==> src/inc/qd_pkg.sv <==
// Constants and types of the quadrature decoder
// Operation
// - Decode two phases into direction and position
// - Count up forward, down reverse
// - Control bit selects 2x or 4x counting
// - Index pulse clears position when enabled
// - Capture pulse count each velocity timer period
// - Interrupt when captured velocity below threshold
// - Position and velocity held in 32 bits
// - Three position compares, each own interrupt
// - Index counter counts whole revolutions
// - Index counter compare raises interrupt
// - Optional combined index and position interrupt
// - Inputs filtered by programmable stable count
// - Alternative clock and direction input mode
package qd_pkg;
   localparam logic [7:0]  OFS_CTRL  = 8'h00;
   localparam logic [7:0]  OFS_FILT  = 8'h04;
   localparam logic [7:0]  OFS_POS   = 8'h08;
   localparam logic [7:0]  OFS_VRLD  = 8'h0C;
   localparam logic [7:0]  OFS_VCAP  = 8'h10;
   localparam logic [7:0]  OFS_VCMP  = 8'h14;
   localparam logic [7:0]  OFS_CMP0  = 8'h18;
   localparam logic [7:0]  OFS_CMP1  = 8'h1C;
   localparam logic [7:0]  OFS_CMP2  = 8'h20;
   localparam logic [7:0]  OFS_ICNT  = 8'h24;
   localparam logic [7:0]  OFS_ICMP  = 8'h28;
   localparam logic [7:0]  OFS_STAT  = 8'h2C;
   localparam logic [7:0]  OFS_MASK  = 8'h30;
   localparam logic [7:0]  OFS_DIR   = 8'h34;
   localparam int          NEV       = 7;
   localparam int          EV_CMP0   = 0;
   localparam int          EV_IDX    = 3;
   localparam int          EV_ICMP   = 4;
   localparam int          EV_VLESS  = 5;
   localparam int          EV_COMB   = 6;
   localparam logic [15:0] FILT_RST  = 16'h0003;
   localparam logic [31:0] VRLD_RST  = 32'h000F423F;
   typedef struct packed {
      logic combine;
      logic idx_clr;
      logic dirclk;
      logic mode4x;
      logic enable;
   } qd_ctrl_s;
   localparam qd_ctrl_s    CTRL_RST  = '{default: 1'b0};
   typedef struct packed {
      logic idx;
      logic b;
      logic a;
   } qd_enc_s;
endpackage

==> src/verilog/qd_quadrature_decoder.sv <==
// Quadrature decoder with velocity timer, compares and APB registers
//
// Our own choices: the APB slave port and the address map.
`timescale 1ns/1ps
`default_nettype none
module qd_quadrature_decoder #(
   parameter int FILT_W = 16
) (
   input  wire logic          clk_sys,
   input  wire logic          rst,
   input  wire logic          psel,
   input  wire logic          penable,
   input  wire logic          pwrite,
   input  wire logic [7:0]    paddr,
   input  wire logic [31:0]   pwdata,
   output logic               pready,
   output logic               pslverr,
   output logic [31:0]        prdata,
   input  wire qd_pkg::qd_enc_s enc,
   output logic               irq
);
   // Filter counter and its register are at most 16 bits wide
   if (FILT_W < 1 || FILT_W > 16) begin : g_chk
      $error("FILT_W must be 1 to 16");
   end

   qd_pkg::qd_ctrl_s ctrl_r;
   logic [FILT_W-1:0] filt_r;
   logic [31:0]       pos_r, vrld_r, vcap_r, vcmp_r, icnt_r, icmp_r;
   logic [31:0]       vtmr_r, vacc_r, prdata_r;
   logic [31:0]       cmp_r [3];
   localparam int     NEVW = qd_pkg::NEV;
   logic [NEVW-1:0]   stat_r, mask_r, ev;
   logic [2:0]        flt_r, fltp_r;
   logic [FILT_W-1:0] fcnt_r [3];
   logic              dir_r, pos_upd_r, icnt_upd_r, vcap_upd_r;
   logic              step, up, idx_rise, clr_pos, wr, acc;
   logic [31:0]       rdata;

   // Word aligned and inside the map; anything else is refused
   function automatic logic hit(input logic [7:0] a);
      hit = (a[1:0] == 2'h0) && (a <= qd_pkg::OFS_DIR);
   endfunction

   assign acc     = psel & penable;
   assign wr      = acc & pwrite & hit(paddr);
   // No wait states: every register answers in the access phase
   assign pready  = 1'b1;
   assign pslverr = acc & ~hit(paddr);
   assign prdata  = prdata_r;

   // Input filter: a level is taken once stable for filt_r + 1 cycles
   always_ff @(posedge clk_sys or posedge rst) begin
      if (rst) begin
         flt_r  <= 3'h0;
         fltp_r <= 3'h0;
         for (int i = 0; i < 3; i++) fcnt_r[i] <= '0;
      end else begin
         fltp_r <= flt_r;
         for (int i = 0; i < 3; i++) begin
            if (enc[i] == flt_r[i]) begin
               fcnt_r[i] <= '0;
            end else if (fcnt_r[i] >= filt_r) begin
               flt_r[i]  <= enc[i];
               fcnt_r[i] <= '0;
            end else begin
               fcnt_r[i] <= fcnt_r[i] + 1'b1;
            end
         end
      end
   end

   // Decode; up = ~(a_prev ^ b) holds for both A and B edges
   always_comb begin
      step = 1'b0;
      up   = ~(fltp_r[0] ^ flt_r[1]);
      if (ctrl_r.dirclk) begin
         step = flt_r[0] & ~fltp_r[0];
         up   = flt_r[1];
      end else if (ctrl_r.mode4x) begin
         step = (flt_r[0] ^ fltp_r[0]) ^ (flt_r[1] ^ fltp_r[1]);
      end else begin
         step = flt_r[0] ^ fltp_r[0];
      end
      step = step & ctrl_r.enable;
   end

   assign idx_rise = ctrl_r.enable & flt_r[2] & ~fltp_r[2];
   assign clr_pos  = idx_rise & ctrl_r.idx_clr;

   // Position; index clear wins over a same-cycle step
   always_ff @(posedge clk_sys or posedge rst) begin
      if (rst) begin
         pos_r     <= 32'h0;
         dir_r     <= 1'b0;
         pos_upd_r <= 1'b0;
      end else begin
         pos_upd_r <= step | clr_pos;
         if (step) dir_r <= up;
         if (clr_pos) pos_r <= 32'h0;
         else if (step) pos_r <= up ? pos_r + 32'h1 : pos_r - 32'h1;
      end
   end

   // Revolution counter follows last seen direction
   always_ff @(posedge clk_sys or posedge rst) begin
      if (rst) begin
         icnt_r     <= 32'h0;
         icnt_upd_r <= 1'b0;
      end else begin
         icnt_upd_r <= idx_rise;
         if (idx_rise) icnt_r <= dir_r ? icnt_r + 32'h1 : icnt_r - 32'h1;
      end
   end

   // Velocity: pulses per timer period, direction ignored
   always_ff @(posedge clk_sys or posedge rst) begin
      if (rst) begin
         vtmr_r     <= qd_pkg::VRLD_RST;
         vacc_r     <= 32'h0;
         vcap_r     <= 32'h0;
         vcap_upd_r <= 1'b0;
      end else begin
         vcap_upd_r <= 1'b0;
         if (!ctrl_r.enable) begin
            vtmr_r <= vrld_r;
            vacc_r <= 32'h0;
         end else if (vtmr_r == 32'h0) begin
            vtmr_r     <= vrld_r;
            vcap_r     <= vacc_r + {31'h0, step};
            vacc_r     <= 32'h0;
            vcap_upd_r <= 1'b1;
         end else begin
            vtmr_r <= vtmr_r - 32'h1;
            vacc_r <= vacc_r + {31'h0, step};
         end
      end
   end

   // Events fire only when the compared value was just updated; the combined event needs only the position update
   always_comb begin
      ev = '0;
      for (int i = 0; i < 3; i++)
         ev[qd_pkg::EV_CMP0+i] = pos_upd_r & (pos_r == cmp_r[i]);
      ev[qd_pkg::EV_IDX]   = idx_rise;
      ev[qd_pkg::EV_ICMP]  = icnt_upd_r & (icnt_r == icmp_r);
      ev[qd_pkg::EV_VLESS] = vcap_upd_r & (vcap_r < vcmp_r);
      ev[qd_pkg::EV_COMB]  = ctrl_r.combine & ev[qd_pkg::EV_CMP0]
                             & (icnt_r == icmp_r);
   end

   // Sticky status, write one to clear; a new event wins
   always_ff @(posedge clk_sys or posedge rst) begin
      if (rst) begin
         stat_r <= '0;
      end else begin
         if (wr && paddr == qd_pkg::OFS_STAT)
            stat_r <= (stat_r & ~pwdata[NEVW-1:0]) | ev;
         else
            stat_r <= stat_r | ev;
      end
   end

   assign irq = |(stat_r & mask_r);

   // Software-written configuration
   always_ff @(posedge clk_sys or posedge rst) begin
      if (rst) begin
         ctrl_r <= qd_pkg::CTRL_RST;
         filt_r <= qd_pkg::FILT_RST[FILT_W-1:0];
         vrld_r <= qd_pkg::VRLD_RST;
         vcmp_r <= 32'h0;
         icmp_r <= 32'h0;
         mask_r <= '0;
         for (int i = 0; i < 3; i++) cmp_r[i] <= 32'h0;
      end else if (wr) begin
         case (paddr)
            qd_pkg::OFS_CTRL: ctrl_r <= qd_pkg::qd_ctrl_s'(pwdata[4:0]);
            qd_pkg::OFS_FILT: filt_r <= pwdata[FILT_W-1:0];
            qd_pkg::OFS_VRLD: vrld_r <= pwdata;
            qd_pkg::OFS_VCMP: vcmp_r <= pwdata;
            qd_pkg::OFS_CMP0: cmp_r[0] <= pwdata;
            qd_pkg::OFS_CMP1: cmp_r[1] <= pwdata;
            qd_pkg::OFS_CMP2: cmp_r[2] <= pwdata;
            qd_pkg::OFS_ICMP: icmp_r <= pwdata;
            qd_pkg::OFS_MASK: mask_r <= pwdata[NEVW-1:0];
            default: ;
         endcase
      end
   end

   // Read mux; unmapped addresses read as zero
   always_comb begin
      rdata = 32'h0;
      case (paddr)
         qd_pkg::OFS_CTRL: rdata = {27'h0, ctrl_r};
         qd_pkg::OFS_FILT: rdata = 32'(filt_r);
         qd_pkg::OFS_POS:  rdata = pos_r;
         qd_pkg::OFS_VRLD: rdata = vrld_r;
         qd_pkg::OFS_VCAP: rdata = vcap_r;
         qd_pkg::OFS_VCMP: rdata = vcmp_r;
         qd_pkg::OFS_CMP0: rdata = cmp_r[0];
         qd_pkg::OFS_CMP1: rdata = cmp_r[1];
         qd_pkg::OFS_CMP2: rdata = cmp_r[2];
         qd_pkg::OFS_ICNT: rdata = icnt_r;
         qd_pkg::OFS_ICMP: rdata = icmp_r;
         qd_pkg::OFS_STAT: rdata = 32'(stat_r);
         qd_pkg::OFS_MASK: rdata = 32'(mask_r);
         qd_pkg::OFS_DIR:  rdata = {31'h0, dir_r};
         default:          rdata = 32'h0;
      endcase
   end

   // Read data captured in setup so it comes from a flip-flop
   always_ff @(posedge clk_sys or posedge rst) begin
      if (rst) prdata_r <= 32'h0;
      else if (psel && !penable) prdata_r <= rdata;
   end
endmodule // qd_quadrature_decoder
`default_nettype wire
==> config.mk <==
export PLATFORM = sky130hd
export DESIGN_NAME = qd_quadrature_decoder
export DESIGN_NICKNAME = d
export VERILOG_FILES = /design/src/inc/qd_pkg.sv /design/src/verilog/qd_quadrature_decoder.sv
export SDC_FILE = /design/constraint.sdc
export NUM_CORES = 1
export LEC_CHECK = 0
export BUFFER_PORTS_ARGS = -buffer_cell sky130_fd_sc_hd__buf_2
export CAP_MARGIN = 20
export CORE_MARGIN = 2
export CORE_UTILIZATION = 45
export DETAILED_ROUTE_END_ITERATION = 6
export SYNTH_ARGS = -nofsm -noshare
export SYNTH_HDL_FRONTEND = slang
export SYNTH_SLANG_ARGS = --single-unit
==> constraint.sdc <==
create_clock -name clk_sys -period 42.6 [get_ports clk_sys]
set_input_delay 2.13 -clock clk_sys [delete_from_list [all_inputs] [get_ports clk_sys]]
set_output_delay 2.13 -clock clk_sys [all_outputs]
set_load 0.01 [all_outputs]
==> metrics.yaml <==
first_pass_iters: 6
ys_async_sr_fraction: 1.00
finalWirelength_um: 86200
drv_slew: 0
end_kind: "output port"
hold_class: "register to register"
postRouteAntennaNets: 0
holdBufCountCts: 0
cts_tree: "built"
critPathKind: "input port to output port"
rsz0062_at_grt: "no"
power_frac_clock: 0.497
synth_area_um2: 26600
fin_setup_tns_ps: 0
max-cap-violations: 0
setup_viol: 0
p_sw_frac: 0.228
cts_root_buf: "clkbuf_16"
instances_no_fill: 3534
numCtsBuffers: 54
die_y_um: 247
portBuffers: 81
grt_pass1_wl_um: 129000
die_w_um: 247
cts_resized: 0
worstRegToRegCells: 10
worstMarginPinSlew_ps: 1110
ys_seq_elements: 477
yosys-top-cells-count: "dfrtp_1 (451), nand2_1 (256), nor2_1 (217)"
htree_num_levels: 2
hold_viol_final: 0
gr-total-overflow: 0
p_per_area_nw_per_um2: 32.5
slew_headroom: 0.260
power_mw: 0.964
cts.clk_slew.worst_paths_ps: 60
p_sw_mw: 0.220
routed_via_density: 6.10
cts_setup_buffers: 0
crit_required_ps: 40470
outcome: "finished, final reports clean"
dp_hpwl_um: 61600
clock_latency_ps: 610
antenna_found_initial: 3
critPathArrivalTime_ps: 2790
yosysMostFrequentCell: "dfrtp_1"
synth.area.top_cells: "dfrtp_1 (42%), mux2_2 (7.5%), ha_1 (5.6%)"
io_pins: 83
min_path_cells: 2
ys_seq_area_frac: 0.449
clkSinkCount: 477
layout.nets: 2881
synthFlopType: "dfrtp_1"
remaining_drc_errors: 0
fin_area_um2: 29600
rows: 89
fin_worst_skew_ps: 17.8
worstPathMaxFanout: 3
synth_top_cell_area_share: 0.424
vias: 21600
hp-start: "prdata[21]"
rrSetupSlack_ps: 38510
grt_pass1_vias: 20500
synth_cells: 2685
r2r_end: "pos_r[24]"
core-area_um2: 58800
place_area_um2: 27800
worstHoldEndpoint: "prdata[21]"
yosys.area.top_type: "dfrtp_1"
ctsLongestPathBuffers: 3
synth_edf_count: 0
grt_max_degree: 191
dpl.cell_count: 3430
dieArea_um2: 61200
area_growth_pct: 11.3
startpoint_type: "input port"
grt_use_total: 0.281
fmax_ghz: 0.203
drive_gt1_frac: 0.159
synth_nets: 2853
wire_per_inst_um: 24.4
yosys_warnings: 0
yosys.cell_types.count: 72
fin_crit_ps: 4920
p_comb_frac: 0.029
layout_worst_path_cycle_share: 0.115
routabilityCongestion: 0.938
drt_iter0_markers: 2329
max-vdd-ir-drop_mv: 0.0333
p_int_mw: 0.745
seqCellArea_um2: 12000
start_util: 0.453
nFillCells: 5385
multi_input_area_um2: 13900
seqPwrFrac: 0.475
r2r_start: "ctrl_r[2]"
syn_avg_cell_area_um2: 9.92
leakagePower_nw: 14.6
## metrics by stage
stage | setup WS [ps] | util | hold WS, ps
after floorplan | 27210 | - | 352
after global placement | 37670 | 0.473 | 456
after detailed placement | 37690 | 0.473 | 464
after CTS | 37680 | 0.504 | 479
after global routing | 37630 | 0.504 | 497
final | 37680 | 0.504 | 472
## worst max-delay path: stages
cell,delay (ps)
buf_2,100
nor2_1,180
and3_1,200
nor2_1,50
buf_2,130
## layout make-up
class                   count  share of cell area
diodes                      3            0.000253
clock buffers              81              0.0541
clock inverters            20             0.00697
inverters                  79              0.0103
multi-input cells        1986               0.469
flip-flops and latches    477               0.404
well taps                 773              0.0326
repair buffers            115              0.0228
## cell families after synthesis
logic type,after synthesis,synth area share
AO/OA/AOI/OAI,567,0.143
other,1,0.000141
XOR/XNOR,295,0.0970
multiplexers,186,0.0783
flip-flops,477,0.449
buffers and inverters,222,0.0318
AND/OR/NAND/NOR,817,0.144
adder cells (fa/ha/maj),120,0.0566
## registers in the layout, indices dropped and copies added, names as in the netlist
| signal | count |
|---|---|
| stat_r | 7 |
| flt_r | 3 |
| vcmp_r | 32 |
| filt_r | 16 |
| prdata | 32 |
| fltp_r | 3 |
| icnt_r | 32 |
| vcap_r | 32 |
| pos_r | 32 |
| ctrl_r | 5 |
| cmp_r | 96 |
| icnt_upd_r | 1 |
| mask_r | 7 |
| icmp_r | 32 |
| vacc_r | 32 |
| vrld_r | 32 |
| vcap_upd_r | 1 |
| dir_r | 1 |
| vtmr_r | 32 |
| fcnt_r | 48 |
| pos_upd_r | 1 |
## routing by layer
layer  share of wire  GRT usage  vias up
met4           0.044      0.111        0
met1            0.43      0.391    10700
li1                -          -     9718
met5               0          0        -
met3           0.087     0.0608      182
met2            0.44      0.427      950
## power by group through the flow
stage	logic, mW	registers, mW	clock network [mW]
global placement	0.0273	0.466	0
floorplan	0.0146	0.465	0
global route	0.0307	0.458	0.502
finish	0.0275	0.458	0.479
detailed placement	0.0279	0.466	0
CTS	0.0280	0.458	0.486
## cells in the final DEF, fill, tap and decap left out, types with 55 or more instances in the layout
cell type  instances
nor2_1           207
a21o_1            57
a21oi_1           85
ha_1             119
nand3_1           73
dfrtp_1          451
a22oi_1           56
nand2_1          256
clkbuf_16         55
mux2_2           178
nor3_1            62
inv_1             77
xnor2_1          152
buf_2             81
xor2_1           143
o21ai_0          170
## how the worst max path moves through the flow
stage,from,endpoint
floorplan,rst,cmp_r[0]
finish,paddr[1],pslverr
CTS,paddr[1],pslverr
detailed placement,paddr[1],pslverr
global placement,paddr[1],pslverr
global route,paddr[7],pslverr
(Power assumes the default switching activity.)
